==> config.mk <==
export PLATFORM = sky130hd
export DESIGN_NAME = timing_master_config_regs
export DESIGN_NICKNAME = d
export VERILOG_FILES = /design/src/timing_master_config_tail.v /design/src/timing_master_config_regs.v
export VERILOG_INCLUDE_DIRS = /design/src
export SDC_FILE = /design/constraint.sdc
export NUM_CORES = 1
export LEC_CHECK = 0
export BUFFER_PORTS_ARGS = -buffer_cell sky130_fd_sc_hd__buf_2
export CAP_MARGIN = 20
export CORE_MARGIN = 2
export CORE_UTILIZATION = 55
export CTS_CLUSTER_DIAMETER = 50
export DETAILED_ROUTE_END_ITERATION = 6
export PLACE_DENSITY = 0.89
export SKIP_LAST_GASP = 1
export SLEW_MARGIN = 15
export SYNTH_ARGS = -nofsm -noshare
export SYNTH_HDL_FRONTEND = slang
export SYNTH_SLANG_ARGS = --single-unit
==> constraint.sdc <==
create_clock -name sys_clk -period 3.54 [get_ports sys_clk]
set_input_delay 1.062 -clock sys_clk [delete_from_list [all_inputs] [get_ports sys_clk]]
set_output_delay 1.062 -clock sys_clk [all_outputs]
set_load 0.02 [all_outputs]
==> src/timing_master_config_map.vh <==
// Register offsets, field positions, reset values and timing counts of the master configuration bank.
`ifndef TIMING_MASTER_CONFIG_MAP_VH
`define TIMING_MASTER_CONFIG_MAP_VH
`define ADDR_INPUT_NINE_VALID_OVERRIDE 7'h31
`define ADDR_MASTER_CONFIG_ONE 7'h32
`define ADDR_PRIMARY_REFERENCE_FORCE 7'h33
`define ADDR_MASTER_CONFIG_THREE 7'h34
`define ADDR_SECONDARY_LOCK_AND_FORCE 7'h35
`define ADDR_RESERVED_AND_INPUT_FORMAT 7'h36
`define RST_INPUT_NINE_VALID_OVERRIDE 8'h01
`define RST_MASTER_CONFIG_ONE 8'h20
`define RST_PRIMARY_REFERENCE_FORCE 8'h0f
`define RST_MASTER_CONFIG_THREE_FIXED 8'hca
`define RST_SECONDARY_LOCK_AND_FORCE 8'h00
`define RST_RESERVED_AND_INPUT_FORMAT 8'h00
`define BIT_SOFT_RESET 7
`define BIT_INPUT_FREQUENCY_CODE_RANGE_DETECT_ENABLE 5
`define BIT_LOCK_INDICATOR_ENABLE 4
`define BIT_AUTO_FRAME_SYNC_ENABLE 7
`define BIT_PHASE_ALARM_TIMEOUT 6
`define BIT_OSCILLATOR_EDGE_SELECT 5
`define BIT_FREE_RUN_HOLDOVER 4
`define BIT_FRAME_SYNC_ENABLE 3
`define BIT_RATE_FAMILY_SELECT 2
`define BIT_REVERTIVE_SELECT 0
`define BIT_LOCK_SECONDARY_TO_PRIMARY 7
`define STATE_AUTO 3'h0
`define STATE_FREE_RUN 3'h1
`define STATE_HOLDOVER 3'h2
`define STATE_LOCKED 3'h4
`define STATE_PRELOCKED2 3'h5
`define STATE_PRELOCKED 3'h6
`define STATE_LOSS_OF_LOCK 3'h7
`define FORCE_AUTO_LOW 4'h0
`define FORCE_AUTO_HIGH 4'hf
`define FORCE_INPUT_EIGHT 4'h8
`define FORCE_INPUT_NINE 4'h9
`define FORCE_LAST_LOW_INPUT 4'h6
`define PHASE_ALARM_TIMEOUT_S 128
`define CLK_HZ 100000000
`endif

==> src/timing_master_config_tail.v <==
// Companion unit of the configuration bank with no logic of its own.
`timescale 1ns/100ps

==> src/timing_master_config_regs.v <==
// Master configuration register bank of the timing device with its control decode.
`timescale 1ns/100ps
`include "timing_master_config_map.vh"

// Functional notes
// [RULE1] Input nine override 0 forces input nine invalid; 1 leaves normal monitoring.
// [RULE2] Soft reset bit holds logic in reset; all fields default except itself.
// [RULE3] Strapped fields restore last hardware-reset capture during soft reset, no resample.
// [RULE4] Range detect enable gates quick inactive declaration from frequency measurement.
// [RULE5] Lock pin driven high when enabled and primary state is locked.
// [RULE6] State-force codes: auto, free-run, holdover, locked, prelocked2, prelocked, loss.
// [RULE7] Nonzero state-force holds primary state machine in forced state, ignoring events.
// [RULE8] Primary force codes select inputs 1-6, 8, 9; 0000 and 1111 automatic.
// [RULE9] Revertive: forced input selected at once; nonrevertive: when current one fails.
// [RULE10] Invalid forced reference: no switching; monitors continue; holdover on events.
// [RULE11] Single-sync: auto bit 1 also requires lock to configured source.
// [RULE12] Triple-sync with auto bit: clear frame-sync enable on reference change.
// [RULE13] Timeout bit 1 cancels phase alarms after 128 seconds; else software only.
// [RULE14] Oscillator edge bit: 0 rising, 1 falling.
// [RULE15] Free-run holdover bit forces 0ppm holdover offset.
// [RULE16] Frame-sync enable gates sync input pins.
// [RULE17] Rate family bit picks 2048 or 1544 kHz; default latched from strap.
// [RULE18] Revertive higher-priority valid input selected at once; secondary always revertive.
// [RULE19] Lock-secondary bit with APLL source 0 derives all outputs from primary.
// [RULE20] Secondary force uses same codes, selected at once, no switch when invalid.
// [RULE21] Four spare top bits of sixth register are plain read/write storage.
// [RULE22] Input format bits read back but do not affect input pins.
// [RULE23] Forced-invalid input omitted from priority table; validity status unchanged.
// [RULE24] Registers are 8 bits and read back last written value unless hardware clears; 0x31, 0x33 and 0x35 keep only their defined bits, the rest read 0.
module timing_master_config_regs #(
    parameter ALARM_TIMEOUT_CYCLES = 64'h1 * `PHASE_ALARM_TIMEOUT_S * `CLK_HZ
) (
    // Clock and reset.
    input wire sys_clk,
    input wire rst_n,
    // Strap pin.
    input wire rate_family_strap,
    // Register port.
    input wire [6:0] reg_addr,
    input wire reg_wr,
    input wire reg_rd,
    input wire [7:0] reg_wdata,
    output reg [7:0] reg_rdata,
    // Status from the surrounding timing logic.
    input wire [2:0] primary_state,
    input wire primary_ref_changed,
    input wire triple_sync_pin_mode,
    input wire locked_to_sync_source,
    input wire input_nine_monitor_valid,
    input wire phase_alarm_active,
    input wire sync_pulse_in,
    // Lock pin.
    output wire lock_pin_out,
    output wire lock_pin_oe,
    // Controls to the surrounding timing logic, and the APLL source setting taken in from it.
    output wire logic_reset,
    output wire input_nine_valid,
    output wire input_frequency_code_range_detect_enable,
    output wire [2:0] primary_state_force,
    output wire state_force_active,
    output wire [3:0] primary_ref_force_field,
    output wire primary_force_active,
    output wire [3:0] primary_force_input,
    output wire primary_force_immediate,
    output wire revertive_select,
    output wire secondary_revertive,
    output wire frame_sync_gate,
    output wire sync_pulse_accepted,
    output wire phase_alarm_cancel,
    output wire oscillator_edge_select,
    output wire free_run_holdover,
    output wire rate_family_select,
    output wire all_outputs_from_primary,
    output wire apll_source_select,
    input wire apll_source_cfg,
    output wire [3:0] secondary_ref_force_field,
    output wire secondary_force_active,
    output wire [3:0] secondary_force_input,
    output wire [3:0] input_format_bits
);

    reg [7:0] input_nine_valid_override_reg;
    reg [7:0] master_config_one_reg;
    reg [7:0] primary_reference_force_reg;
    reg [7:0] master_config_three_reg;
    reg [7:0] secondary_lock_and_force_reg;
    reg [7:0] reserved_and_input_format_reg;
    reg strap_reg;
    reg strap_single_sync_pin_mode_reg;
    reg strap_sync2_reg;
    reg sync_pin1_reg;
    reg sync_pin2_reg;
    reg [63:0] alarm_count_reg;
    reg alarm_cancel_reg;

    wire soft_reset = master_config_one_reg[`BIT_SOFT_RESET];
    wire wr_ok = reg_wr && !soft_reset;
    wire [7:0] master_config_three_default = `RST_MASTER_CONFIG_THREE_FIXED |
                              ({7'h00, strap_reg} << `BIT_RATE_FAMILY_SELECT);

    function force_code_ok;
        input [3:0] code;
        begin
            force_code_ok = (code != `FORCE_AUTO_LOW && code <= `FORCE_LAST_LOW_INPUT) ||
                            code == `FORCE_INPUT_EIGHT || code == `FORCE_INPUT_NINE;
        end
    endfunction

    // The strap is synchronised, then captured only while the hardware reset is held.
    always @(posedge sys_clk) begin
        strap_single_sync_pin_mode_reg <= rate_family_strap;
        strap_sync2_reg <= strap_single_sync_pin_mode_reg;
        if (!rst_n) begin
            strap_reg <= strap_sync2_reg; // [RULE17]
        end
    end

    always @(posedge sys_clk) begin
        if (!rst_n) begin
            master_config_one_reg <= `RST_MASTER_CONFIG_ONE;
        end else if (reg_wr && reg_addr == `ADDR_MASTER_CONFIG_ONE) begin
            master_config_one_reg <= soft_reset ? {reg_wdata[7], master_config_one_reg[6:0]} : reg_wdata;
        end else if (soft_reset) begin
            master_config_one_reg <= `RST_MASTER_CONFIG_ONE | 8'h80; // [RULE2]
        end
    end

    // Soft reset reloads defaults but reuses the captured strap, so the pin is not resampled.
    always @(posedge sys_clk) begin
        if (!rst_n || soft_reset) begin // [RULE2]
            input_nine_valid_override_reg <= `RST_INPUT_NINE_VALID_OVERRIDE;
            primary_reference_force_reg <= `RST_PRIMARY_REFERENCE_FORCE;
            master_config_three_reg <= !rst_n ? (`RST_MASTER_CONFIG_THREE_FIXED |
                                       ({7'h00, strap_sync2_reg} << `BIT_RATE_FAMILY_SELECT)) :
                                       master_config_three_default; // [RULE3]
            secondary_lock_and_force_reg <= `RST_SECONDARY_LOCK_AND_FORCE;
            reserved_and_input_format_reg <= `RST_RESERVED_AND_INPUT_FORMAT;
        end else begin
            if (wr_ok && reg_addr == `ADDR_INPUT_NINE_VALID_OVERRIDE) begin
                input_nine_valid_override_reg <= {7'h00, reg_wdata[0]};
            end
            if (wr_ok && reg_addr == `ADDR_PRIMARY_REFERENCE_FORCE) begin
                primary_reference_force_reg <= {4'h0, reg_wdata[3:0]};
            end
            if (wr_ok && reg_addr == `ADDR_MASTER_CONFIG_THREE) begin
                master_config_three_reg <= reg_wdata; // [RULE24]
            end
            // The hardware clear wins over a simultaneous software set of the enable bit.
            if (triple_sync_pin_mode && master_config_three_reg[`BIT_AUTO_FRAME_SYNC_ENABLE] &&
                primary_ref_changed) begin
                master_config_three_reg[`BIT_FRAME_SYNC_ENABLE] <= 1'b0; // [RULE12]
            end
            if (wr_ok && reg_addr == `ADDR_SECONDARY_LOCK_AND_FORCE) begin
                secondary_lock_and_force_reg <= {reg_wdata[7], 3'h0, reg_wdata[3:0]};
            end
            if (wr_ok && reg_addr == `ADDR_RESERVED_AND_INPUT_FORMAT) begin
                reserved_and_input_format_reg <= reg_wdata; // [RULE21] [RULE22]
            end
        end
    end

    always @(posedge sys_clk) begin
        if (!rst_n) begin
            reg_rdata <= 8'h00;
        end else if (reg_rd) begin
            case (reg_addr)
                `ADDR_INPUT_NINE_VALID_OVERRIDE: reg_rdata <= input_nine_valid_override_reg;
                `ADDR_MASTER_CONFIG_ONE: reg_rdata <= master_config_one_reg;
                `ADDR_PRIMARY_REFERENCE_FORCE: reg_rdata <= primary_reference_force_reg;
                `ADDR_MASTER_CONFIG_THREE: reg_rdata <= master_config_three_reg;
                `ADDR_SECONDARY_LOCK_AND_FORCE: reg_rdata <= secondary_lock_and_force_reg;
                `ADDR_RESERVED_AND_INPUT_FORMAT: reg_rdata <= reserved_and_input_format_reg;
                default: reg_rdata <= 8'h00;
            endcase
        end
    end

    always @(posedge sys_clk) begin
        sync_pin1_reg <= sync_pulse_in;
        sync_pin2_reg <= sync_pin1_reg;
    end

    // Alarm timer restarts whenever no alarm is standing or the timeout mode is off.
    always @(posedge sys_clk) begin
        if (!rst_n || soft_reset || !phase_alarm_active ||
            !master_config_three_reg[`BIT_PHASE_ALARM_TIMEOUT]) begin
            alarm_count_reg <= 64'h0;
            alarm_cancel_reg <= 1'b0;
        end else if (alarm_count_reg >= ALARM_TIMEOUT_CYCLES - 1) begin
            alarm_count_reg <= 64'h0;
            alarm_cancel_reg <= 1'b1; // [RULE13]
        end else begin
            alarm_count_reg <= alarm_count_reg + 64'h1;
            alarm_cancel_reg <= 1'b0;
        end
    end

    assign phase_alarm_cancel = alarm_cancel_reg;
    assign logic_reset = soft_reset; // [RULE2]
    assign input_nine_valid = input_nine_valid_override_reg[0] && input_nine_monitor_valid; // [RULE1] [RULE23]
    assign input_frequency_code_range_detect_enable = master_config_one_reg[`BIT_INPUT_FREQUENCY_CODE_RANGE_DETECT_ENABLE]; // [RULE4]
    assign lock_pin_oe = master_config_one_reg[`BIT_LOCK_INDICATOR_ENABLE]; // [RULE5]
    assign lock_pin_out = lock_pin_oe && primary_state == `STATE_LOCKED; // [RULE5]
    assign primary_state_force = master_config_one_reg[2:0]; // [RULE6]
    assign state_force_active = primary_state_force != `STATE_AUTO; // [RULE7]
    assign primary_ref_force_field = primary_reference_force_reg[3:0];
    assign primary_force_active = force_code_ok(primary_ref_force_field); // [RULE8] [RULE10]
    assign primary_force_input = primary_force_active ? primary_ref_force_field : 4'h0; // [RULE8]
    assign revertive_select = master_config_three_reg[`BIT_REVERTIVE_SELECT]; // [RULE18]
    assign primary_force_immediate = primary_force_active && revertive_select; // [RULE9]
    assign secondary_revertive = 1'b1; // [RULE18]
    assign frame_sync_gate = master_config_three_reg[`BIT_FRAME_SYNC_ENABLE] &&
        (triple_sync_pin_mode || !master_config_three_reg[`BIT_AUTO_FRAME_SYNC_ENABLE] ||
         locked_to_sync_source); // [RULE11]
    assign sync_pulse_accepted = frame_sync_gate && sync_pin2_reg; // [RULE16]
    assign oscillator_edge_select = master_config_three_reg[`BIT_OSCILLATOR_EDGE_SELECT]; // [RULE14]
    assign free_run_holdover = master_config_three_reg[`BIT_FREE_RUN_HOLDOVER]; // [RULE15]
    assign rate_family_select = master_config_three_reg[`BIT_RATE_FAMILY_SELECT]; // [RULE17]
    assign apll_source_select = apll_source_cfg;
    assign all_outputs_from_primary = secondary_lock_and_force_reg[`BIT_LOCK_SECONDARY_TO_PRIMARY] &&
                                      !apll_source_cfg; // [RULE19]
    assign secondary_ref_force_field = secondary_lock_and_force_reg[3:0];
    assign secondary_force_active = force_code_ok(secondary_ref_force_field); // [RULE20]
    assign secondary_force_input = secondary_force_active ? secondary_ref_force_field : 4'h0; // [RULE20]
    // Format bits are exported for read-back only; nothing in the input path uses them.
    assign input_format_bits = reserved_and_input_format_reg[3:0]; // [RULE22]

endmodule

---- After elaboration in Yosys (flattened, before gate mapping) ----
Index checks and enable logic that the tools add are counted.
word-level totals
  word-level logic and storage cells ...... 83
  register bits ........................... 112
  input port bits ......................... 30
  output and inout port bits .............. 50
operators by class
  add/subtract/negate cells ............... 1
  order comparisons ....................... 3
  reduce and logical (&&, ||, !) cells .... 40
  equality and inequality tests ........... 12
  mux-type cells .......................... 11
operator list
  operator                                                                           count
  64-bit by 1-bit adder with 64-bit output (second input constant)                   1
  64-bit by 34-bit >= comparator with 1-bit output (second input constant)           1
  8-bit case mux with 6 select lines                                                 1
  7-bit by 6-bit == test with 1-bit output (second input constant)                   6
  8-bit 2-to-1 mux                                                                   4
  1-bit logical AND                                                                  17
  4-bit == test (second input constant)                                              4
  1-bit logical OR                                                                   9
  4-bit by 3-bit less-or-equal comparator with 1-bit output (second input constant)  2
  4-bit 2-to-1 mux                                                                   2
  4-bit nonzero test                                                                 2
  7-bit 2-to-1 mux                                                                   1
  1-bit zero test                                                                    6
  3-bit nonzero test                                                                 2
  2-bit nonzero test                                                                 2
  3-bit == test (second input constant)                                              1
  3-bit 2-to-1 mux                                                                   1
  1-bit 2-to-1 mux                                                                   2
  2-bit inequality test (second input constant)                                      1
  2-bit AND reduction                                                                1
  2-bit OR reduction                                                                 1

---- Logic depth before layout (Yosys ltp) ----
Gate-level depths: netlist of run 1.
  depth in word-level cells ............... 6
  gate-level depth with buffers ........... 8
  mapped depth without buffers ............ 6

---- Worst setup path after synthesis of run 1 ----
OpenSTA, ideal clock, no wires.
  path type ............................... input-to-output
  start ................................... in triple_sync_pin_mode
  end ..................................... out sync_pulse_accepted
  stages on the path ...................... 3
  buffers on the path ..................... 0
  path slack .............................. 516 ps
  arrival time ............................ 1,962 ps
  required time ........................... 2,478 ps
  cells stage by stage .................... nor2_1 a21boi_0 and2_1
between the ends
  word-level cells in the longest chain between the ends .. 4
RTL lines
  what                           line                             source
  from (decl)                    timing_master_config_regs.v:47   input wire triple_sync_pin_mode,
  1-bit logical OR (2 in a row)  timing_master_config_regs.v:213  (triple_sync_pin_mode || !master_config_three_reg[`BIT_AUTO_FRAME_SYNC_ENABLE] ||
  1-bit logical AND              timing_master_config_regs.v:212  assign frame_sync_gate = master_config_three_reg[`BIT_FRAME_SYNC_ENABLE] &&
  named net frame_sync_gate      timing_master_config_regs.v:67   output wire frame_sync_gate,
  1-bit logical AND              timing_master_config_regs.v:215  assign sync_pulse_accepted = frame_sync_gate && sync_pin2_reg;
  to (decl)                      timing_master_config_regs.v:68   output wire sync_pulse_accepted,
The timed path passes the listed nets, and every way through them passes these cells.

---- Worst setup path in the final report of run 1 ----
  start ................................... reg primary_reference_force_reg[1]
  end ..................................... out primary_force_immediate
between the ends
  word-level cells in the longest chain between the ends .. 5
  elaborated cells between the ends (all ways) .. 8
  classes of those cells .................. order compare: 1; eq/ne: 2; reduce/logical: 5
RTL lines
  what                                                                                                                     line                             source
  from (decl)                                                                                                              timing_master_config_regs.v:84   reg [7:0] primary_reference_force_reg;
  from (signal assigned)                                                                                                   timing_master_config_regs.v:132  primary_reference_force_reg <= `RST_PRIMARY_REFERENCE_FORCE;
  from (signal assigned)                                                                                                   timing_master_config_regs.v:143  primary_reference_force_reg <= {4'h0, reg_wdata[3:0]};
  4-bit by 3-bit less-or-equal comparator with 1-bit output (no source line) / 4-bit nonzero test (equally long branches)  --
  1-bit logical AND (no source line)                                                                                       --
  1-bit logical OR (no source line)                                                                                        --
  1-bit logical OR (no source line) *                                                                                      --
  1-bit logical AND *                                                                                                      timing_master_config_regs.v:210  assign primary_force_immediate = primary_force_active && revertive_select;
  to (decl)                                                                                                                timing_master_config_regs.v:64   output wire primary_force_immediate,
Every way passes the cells marked *; elsewhere a longest branch is shown, timed or not.

==> flow_summary.json, run 1 <==
{
  "die_w_microns": 95.7,
  "vias": 3654,
  "cts-resized-gates": 0,
  "p_leak_nw": 2.08,
  "clock-sinks": 112,
  "synth_area_leaders": "dfxtp_1 45%, mux2i_1 7.6%, edfxtp_1 5.8%, nor2_1 5.6%, nand3_1 3.8%",
  "cp-start-kind": "flip-flop",
  "die_area_sq_mm": 0.00916,
  "htree_levels": 3,
  "crit_path_end_kind": "output port",
  "final_common_cell": "dfxtp_1",
  "max_freq_ghz": 0.350,
  "period_share_pct": 80.7,
  "antenna_found_initial": 0,
  "drt_iter0_markers": 172,
  "drv_slew": 0,
  "grt.overflow.total": 0,
  "grt_pass1_vias": 3466,
  "grt_pass1_wl_microns": 16000,
  "grt_usage_pct": 22.6,
  "dpl_cell_area_sq_mm": 0.00509,
  "final_area_sq_mm": 0.00531,
  "finalSetupViolations": 0,
  "hold_class": "reg -> reg",
  "clk_pin_slew_ns": 0.11,
  "setup_slack_ns": 0.685,
  "syn_to_final_growth_pct": 14.7,
  "viasPerCell": 5.35,
  "ir_worst_vdd_mv": 0.524,
  "drc": 0,
  "ys_warn_count": 0,
  "final_cell_mix": "103 x dfxtp_1, 78 x buf_2, 69 x nor2_1",
  "rsz0062_at_grt": "false",
  "synth_largest_area_cell": "dfxtp_1",
  "cts_setup_buffers": 0,
  "synth_top_area_share_pct": 44.6,
  "wl_microns": 9880,
  "ys_types": 47,
  "syn_inst": 480,
  "fin_tns_setup_ns": 0,
  "start_util_pct": 56.6,
  "synth-xor-area-share_pct": 5.87,
  "holdBufCountCts": 0,
  "portBuffers": 78,
  "wl_per_cell_microns": 14.5,
  "avgSynthCellArea_sq_um": 9.64,
  "whs_ns": 0.347,
  "synth-compound-area-share_pct": 6.57,
  "fin_skew_ns": 0.0157,
  "drv_cap": 0,
  "clockBufferDepth": 2,
  "rows": 33,
  "synth_area_sq_mm": 0.00463,
  "cts_tree": "yes",
  "p_per_area_mw_per_mm2": 414,
  "io_pins": 80,
  "clkLatencyLatePin_ns": 0.38,
  "die_h_microns": 95.7,
  "grt_max_degree": 34,
  "period_minus_slack_ns": 2.86,
  "ant_nets": 0,
  "synth_top_family_by_area": "simple AND/OR/NAND/NOR gates",
  "drive_gt1_share_pct": 18.0,
  "yosysSeqAreaShare_pct": 50.4,
  "largest_reg_flops": 64,
  "crit_fanout": 8,
  "worst_pin_slew_ns": 0.760,
  "synth-seq-cells": 112,
  "p_total_mw": 2.20,
  "synthAdderAreaFrac_pct": 0.270,
  "hold_violations": 0,
  "relSlewSlack_pct": 49.3,
  "final_nets": 604,
  "status": "complete, no violations",
  "path_class": "reg -> out",
  "cts_made_buffers": 9,
  "gp_congestion": 0.864,
  "dpl_worst_slack_ns": 0.583,
  "first_pass_iters": 5,
  "arrival_ns": 1.79,
  "synthMuxAreaShare_pct": 7.57,
  "diodes": 0,
  "core_area_sq_mm": 0.00818,
  "synth-simple-area-share_pct": 24.2,
  "cp_data_required_time_ns": 2.48,
  "cts-root-buf": "clkbuf_8",
  "hpwl_microns": 6970
}
## area by class of cell
type | instances | area, sq um
inverters | 10 | 37.5
clock inverters | 6 | 65.1
flip-flops and latches | 112 | 2330
well taps | 105 | 131
repair buffers | 82 | 420
clock buffers | 10 | 149
fillers | 658 | 2870
multi-input cells | 358 | 2170
## per-layer routing
| metal | routed length (microns) | part of all wire, % | vias up | GRT usage, % |
|---|---|---|---|---|
| met1 | 4230 | 43 | 1698 | 29.6 |
| met2 | 4920 | 50 | 125 | 37.1 |
| met3 | 590 | 6.0 | 15 | 4.70 |
| li1 | - | - | 1816 | - |
| met4 | 143 | 1.4 | 0 | 8.45 |
| met5 | 0 | 0 | - | 0 |
## per-stage QoR
stage,util (%),cells
detailed placement,62.3,667
global placement,62.3,667
floorplan,-,509
finish,64.9,683
global route,64.9,683
CTS,64.9,683
## critical path: stages (launching register included)
cell	delay (ns)
dfxtp_1	0.39
nor2_1	0.20
nor2b_1	0.07
a311oi_1	0.41
and2_1	0.19
buf_2	0.16
## worst paths after layout
kind                                       start                       to  slack, ns  cells after the start
setup / recovery  primary_reference_force_reg[1]  primary_force_immediate       0.68                      5
hold reg to reg   strap_single_sync_pin_mode_reg          strap_sync2_reg       0.35                      0
hold / removal    strap_single_sync_pin_mode_reg          strap_sync2_reg       0.35                      0
setup reg to reg             alarm_count_reg[10]       alarm_count_reg[6]       1.08                      5
## cell usage after synthesis (all sizes together)
cell / instances
o31ai: 1
inv: 10
nand3: 35
and3: 5
a221oi: 2
a21boi: 1
nand3b: 3
edfxtp: 9
nand4bb: 1
nor2b: 9
o32ai: 3
and2: 13
nor2: 70
a21o: 2
nand2b: 6
dfxtp: 103
ha: 1
a311oi: 1
a211oi: 2
and4b: 1
clkbuf: 8
xor2: 11
or3: 2
mux2i: 35
conb: 2
o2111ai: 1
xnor2: 20
o22ai: 5
nor4b: 1
a21oi: 14
and4: 5
or4: 2
nor4bb: 2
o21ai: 5
nand2: 25
nand4: 10
buf: 21
o21a: 8
a2111o: 1
nor3: 9
nor4: 15
## kinds of logic (layout without fill, tap and decap cells)
group | count (synthesis) | count (layout)
other cells | 2 | 31
mux | 35 | 35
fa+ha+maj | 1 | 1
xor+xnor | 31 | 31
buf+inv | 39 | 108
simple gates | 214 | 214
compound gates | 46 | 46
flops | 112 | 112
## report_power, final
part / total, mW / leakage, nW / switching, mW / internal, mW
clock network: 0.779 / 0.109 / 0.460 / 0.320
logic: 0.0999 / 1.04 / 0.0639 / 0.0360
registers: 1.32 / 0.930 / 0.0128 / 1.31
total: 2.20 / 2.08 / 0.536 / 1.66
Note: power is estimated with default switching activity, not from simulation.
==> run 2: changes to the inputs <==
Clock period 3.54 ns to 2.9 ns, I/O delays scaled along.
==> run 2 against run 1 <==
Effect of this change:
- clock skew up 0.00091 ns
- largest cell class unchanged
- sequential power up 22%
- cell count up 1.0%
- core utilization up 0.46 points
- non-clock buffer count up 7
- clock power up 16%
- highest routed layer unchanged
==> flow_summary.json, run 2 (synthesis gave the netlist of run 1 again) <==
{
  "dp.cells": 674,
  "first_pass_iters": 6,
  "holdBufCountCts": 0,
  "cp_data_required_time_ns": 2.03,
  "syn_to_final_growth_pct": 15.5,
  "switching_power_mw": 0.660,
  "grt_pass1_vias": 3481,
  "crit_end": "primary_force_immediate",
  "grt_usage_pct": 23.3,
  "clock_power_share_pct": 34.2,
  "clock-sinks": 112,
  "max_freq_ghz": 0.380,
  "fin_tns_setup_ns": 0,
  "die_h_microns": 95.7,
  "drc": 0,
  "r2r.worst_path.cells": 5,
  "rsz0062_at_grt": "false",
  "antenna_found_initial": 0,
  "clkLatencyLatePin_ns": 0.40,
  "grt_pass1_wl_microns": 16400,
  "stdcell_count": 690,
  "period_minus_slack_ns": 2.63,
  "hold_violations": 0,
  "final_common_cell": "dfxtp_1",
  "clk_pin_slew_ns": 0.10,
  "ir_worst_vdd_mv": 0.382,
  "cts_made_buffers": 9,
  "crit_fanout": 8,
  "final_cell_mix": "103 x dfxtp_1, 78 x buf_2, 69 x nor2_1",
  "seq_power_share_pct": 61.1,
  "worst_pin_slew_ns": 0.767,
  "ant_nets": 0,
  "arrival_ns": 1.76,
  "p_int_mw": 1.98,
  "cts_setup_buffers": 0,
  "r2r_end": "alarm_count_reg[9]",
  "largest_reg_flops": 64,
  "p_leak_nw": 2.10,
  "finalSetupViolations": 0,
  "power_frac_comb_pct": 4.7,
  "die_area_sq_mm": 0.00916,
  "drive_gt1_share_pct": 19.0,
  "core_area_sq_mm": 0.00818,
  "htree_levels": 3,
  "wl_per_cell_microns": 14.3,
  "cp-start-kind": "flip-flop",
  "p_per_area_mw_per_mm2": 494,
  "cts_tree": "yes",
  "gp_congestion": 0.917,
  "final_nets": 611,
  "clockBufferDepth": 2,
  "sw_frac_of_total_pct": 25.0,
  "cp_slowest_cell": "dfxtp_1",
  "worstReg2RegStart": "alarm_count_reg[10]",
  "relSlewSlack_pct": 48.8,
  "start_util_pct": 56.6,
  "slowest_delay_ns": 0.40,
  "path_class": "reg -> out",
  "min-delay-start": "sync_pin1_reg",
  "grt_max_degree": 34,
  "ff2ff_setup_slack_ns": 0.71,
  "drt_iter0_markers": 214,
  "worstPathCellList": "nor2_1 > nor2b_1 > a311oi_1 > and2_1 > buf_2",
  "io_pins": 80,
  "fin_skew_ns": 0.0166,
  "hpwl_microns": 7260,
  "viasPerCell": 5.39,
  "vias": 3718,
  "cts-root-buf": "clkbuf_8",
  "wl_microns": 9890,
  "portBuffers": 78,
  "hold_class": "reg -> reg",
  "die_w_microns": 95.7,
  "drv_slew": 0,
  "cp-startpoint": "primary_reference_force_reg[1]",
  "grt.overflow.total": 0,
  "period_share_pct": 90.6,
  "rows": 33,
  "diodes": 0,
  "drv_cap": 0,
  "crit_path_end_kind": "output port",
  "cts-resized-gates": 0,
  "status": "complete, no violations"
}
==> run 2: cell types whose count changed in the layout (fill, tap and decap cells not counted), sizes merged <==
cell    before  now
clkbuf      10    9
buf         82   89
clkinv       3    4
==> run 2: worst max-delay path, delay by kind of cell (launching register included) <==
family	cells	cell delay, ns
flip-flops	1	0.40
AND/OR/NAND/NOR	3	0.46
buffers and inverters	1	0.16
AO/OA/AOI/OAI	1	0.37
==> run 2: final cells by class <==
type,instances,area (sq um)
clock buffer,9,124
inverter,10,37.5
clock inverter,7,75.1
fill,636,2830
tap,105,131
sequential,112,2330
multi-input combinational,358,2170
timing repair buffer,89,473
==> run 2: worst min path at each step <==
stage,depth (start not counted),slack [ns],to
5_1_grt,0,0.35,strap_sync2_reg
4_1_cts,0,0.34,sync_pin2_reg
2_1_floorplan,0,0.31,strap_sync2_reg
3_3_place_gp,0,0.31,strap_sync2_reg
3_5_place_dp,0,0.32,sync_pin2_reg
6_report,0,0.34,sync_pin2_reg
==> run 2: power by group through the flow <==
stage / combinational, mW / clock [mW] / sequential (mW)
floorplan: 0.0630 / 0 / 1.65
finish: 0.125 / 0.904 / 1.61
global route: 0.136 / 0.988 / 1.62
detailed placement: 0.121 / 0 / 1.65
CTS: 0.122 / 0.907 / 1.61
global placement: 0.119 / 0 / 1.65
==> run 2: metrics by stage <==
step / utilization [%] / power [mW] / area (sq um) / hold WS, ns / setup WS [ns]
floorplan: - / 1.71 / 4740 / 0.310 / 0.208
global placement: 63.0 / 1.76 / 5150 / 0.311 / 0.383
detailed placement: 63.0 / 1.77 / 5150 / 0.316 / 0.360
CTS: 65.4 / 2.64 / 5350 / 0.341 / 0.273
global route: 65.4 / 2.74 / 5350 / 0.348 / 0.0440
finish: 65.4 / 2.64 / 5350 / 0.339 / 0.272
==> run 2: routing by layer <==
metal | wire (microns) | track usage (%) | part of all wire, %
met5 | 0 | 0 | 0
met4 | 224 | 8.57 | 2.3
met3 | 543 | 4.78 | 5.5
met2 | 4880 | 37.4 | 49
met1 | 4240 | 31.3 | 43
==> run 3: changes to the inputs <==
Settings changed: CORE_MARGIN 2 to unset.
==> run 3 against run 2 <==
Effect of this change:
- sequential share of layout area is 0.19 points lower
- count of clock-buffer cells in the layout stayed put
- setup slack better by 0.028 ns
- maximum frequency is 1.1% higher
- clock power is 6.5% higher
- cell count stayed put
- power is 2.3% higher
- critical path depth stayed put
- flip-flop and latch count stayed put
- sequential power hardly changed
- via count is 1.5% higher
- critical path type unchanged
- critical endpoint unchanged
==> flow_summary.json, run 3 (synthesis gave the netlist of run 1 again) <==
{
  "status": "complete, no violations",
  "cts_setup_buffers": 0,
  "clock-sinks": 112,
  "cts_tree": "yes",
  "crit_family": "simple AND/OR/NAND/NOR gates",
  "rsz0062_at_grt": "false",
  "period_share_pct": 89.7,
  "cts-resized-gates": 0,
  "die_w_microns": 93.7,
  "portBuffers": 78,
  "ir_worst_vdd_mv": 0.365,
  "largest_reg_flops": 64,
  "switching_power_mw": 0.696,
  "cp_data_required_time_ns": 2.03,
  "ant_nets": 0,
  "finalSetupViolations": 0,
  "drt_iter0_markers": 179,
  "fin_tns_setup_ns": 0,
  "drv_slew": 0,
  "relSlewSlack_pct": 59.2,
  "cp-start-kind": "flip-flop",
  "hold_violations": 0,
  "vias": 3775,
  "antenna_found_initial": 0,
  "final_cell_mix": "103 x dfxtp_1, 78 x buf_2, 69 x nor2_1",
  "gp_congestion": 0.840,
  "die_h_microns": 93.7,
  "grt.overflow.total": 0,
  "crit_fanout": 8,
  "max_freq_ghz": 0.385,
  "syn_to_final_growth_pct": 16.0,
  "grt_max_degree": 34,
  "grt_usage_pct": 24.1,
  "arrival_ns": 1.73,
  "drive_gt1_share_pct": 19.0,
  "worst_pin_slew_ns": 0.611,
  "clk_pin_slew_ns": 0.12,
  "path_class": "reg -> out",
  "sw_frac_of_total_pct": 25.8,
  "htree_levels": 3,
  "diodes": 0,
  "cts-root-buf": "clkbuf_8",
  "clkLatencyLatePin_ns": 0.38,
  "cp_slowest_cell": "dfxtp_1",
  "hold_class": "reg -> reg",
  "p_int_mw": 2.00,
  "start_util_pct": 56.6,
  "wl_microns": 10100,
  "grt_pass1_wl_microns": 16300,
  "wl_per_cell_microns": 14.6,
  "drc": 0,
  "fin_skew_ns": 0.0167,
  "cts_made_buffers": 9,
  "timing.critical_path.buf_inv": 1,
  "crit_path_end_kind": "output port",
  "worstReg2RegStart": "alarm_count_reg[10]",
  "holdBufCountCts": 0,
  "hpwl_microns": 7140,
  "seq_power_share_pct": 59.7,
  "core_area_sq_mm": 0.00818,
  "clockBufferDepth": 2,
  "grt_pass1_vias": 3546,
  "whs_ns": 0.354,
  "final_common_cell": "dfxtp_1",
  "slowest_delay_ns": 0.40,
  "period_minus_slack_ns": 2.60,
  "clock_power_share_pct": 35.6,
  "p_per_area_mw_per_mm2": 503,
  "final_util_pct": 65.7,
  "final_nets": 611,
  "die_area_sq_mm": 0.00879,
  "ff2ff_setup_slack_ns": 0.49,
  "p_leak_nw": 2.11,
  "power_frac_comb_pct": 4.7,
  "drv_cap": 0,
  "cp-startpoint": "primary_reference_force_reg[1]",
  "worstPathCellList": "nor2_1 > nor2b_1 > a311oi_1 > and2_1 > buf_2",
  "io_pins": 80,
  "viasPerCell": 5.47,
  "rows": 33,
  "first_pass_iters": 5,
  "min-delay-start": "strap_single_sync_pin_mode_reg"
}
-- run 3: cell types whose count changed in the layout (fill, tap and decap cells not counted) --
cell,before,now
clkinv_2,1,0
clkinv_8,2,3
inv_6,0,2
inv_4,1,0
inv_12,0,2
clkinv_4,1,0
inv_8,2,0
-- run 3: cell type report --
class,instances,area (sq um)
Clock buffer,9,124
Clock inverter,7,98.8
Fill cell,631,2810
Inverter,10,37.5
Multi-Input combinational cell,358,2170
Sequential cell,112,2330
Tap cell,105,131
Timing Repair Buffer,89,473
-- run 3: per-stage QoR --
stage | worst slack (ns) | instance area [sq um] | power [mW] | instances
6_report | 0.300 | 5370 | 2.70 | 690
5_1_grt | 0.116 | 5370 | 2.80 | 690
4_1_cts | 0.289 | 5370 | 2.72 | 690
3_5_place_dp | 0.347 | 5150 | 1.77 | 674
3_3_place_gp | 0.325 | 5150 | 1.76 | 674
2_1_floorplan | 0.208 | 4740 | 1.71 | 509
-- run 3: worst paths after layout --
check,endpoint,cells after the start
setup / recovery,primary_force_immediate,5
setup reg to reg,alarm_count_reg[6],5
hold / removal,strap_sync2_reg,0
hold reg to reg,strap_sync2_reg,0
-- run 3: routing by layer --
layer,global-route usage (%),up-vias,routed length [microns]
met5,0,-,0
met4,11.5,0,288
met3,5.18,29,551
met2,40.8,135,5060
met1,29.1,1786,4190
li1,-,1825,-
-- run 3: power groups by stage --
| stage | clock, mW | sequential (mW) | combinational [mW] |
|---|---|---|---|
| finish | 0.963 | 1.61 | 0.126 |
| global route | 1.04 | 1.62 | 0.136 |
| CTS | 0.982 | 1.61 | 0.124 |
| detailed placement | 0 | 1.65 | 0.122 |
| global placement | 0 | 1.65 | 0.119 |
| floorplan | 0 | 1.65 | 0.0630 |
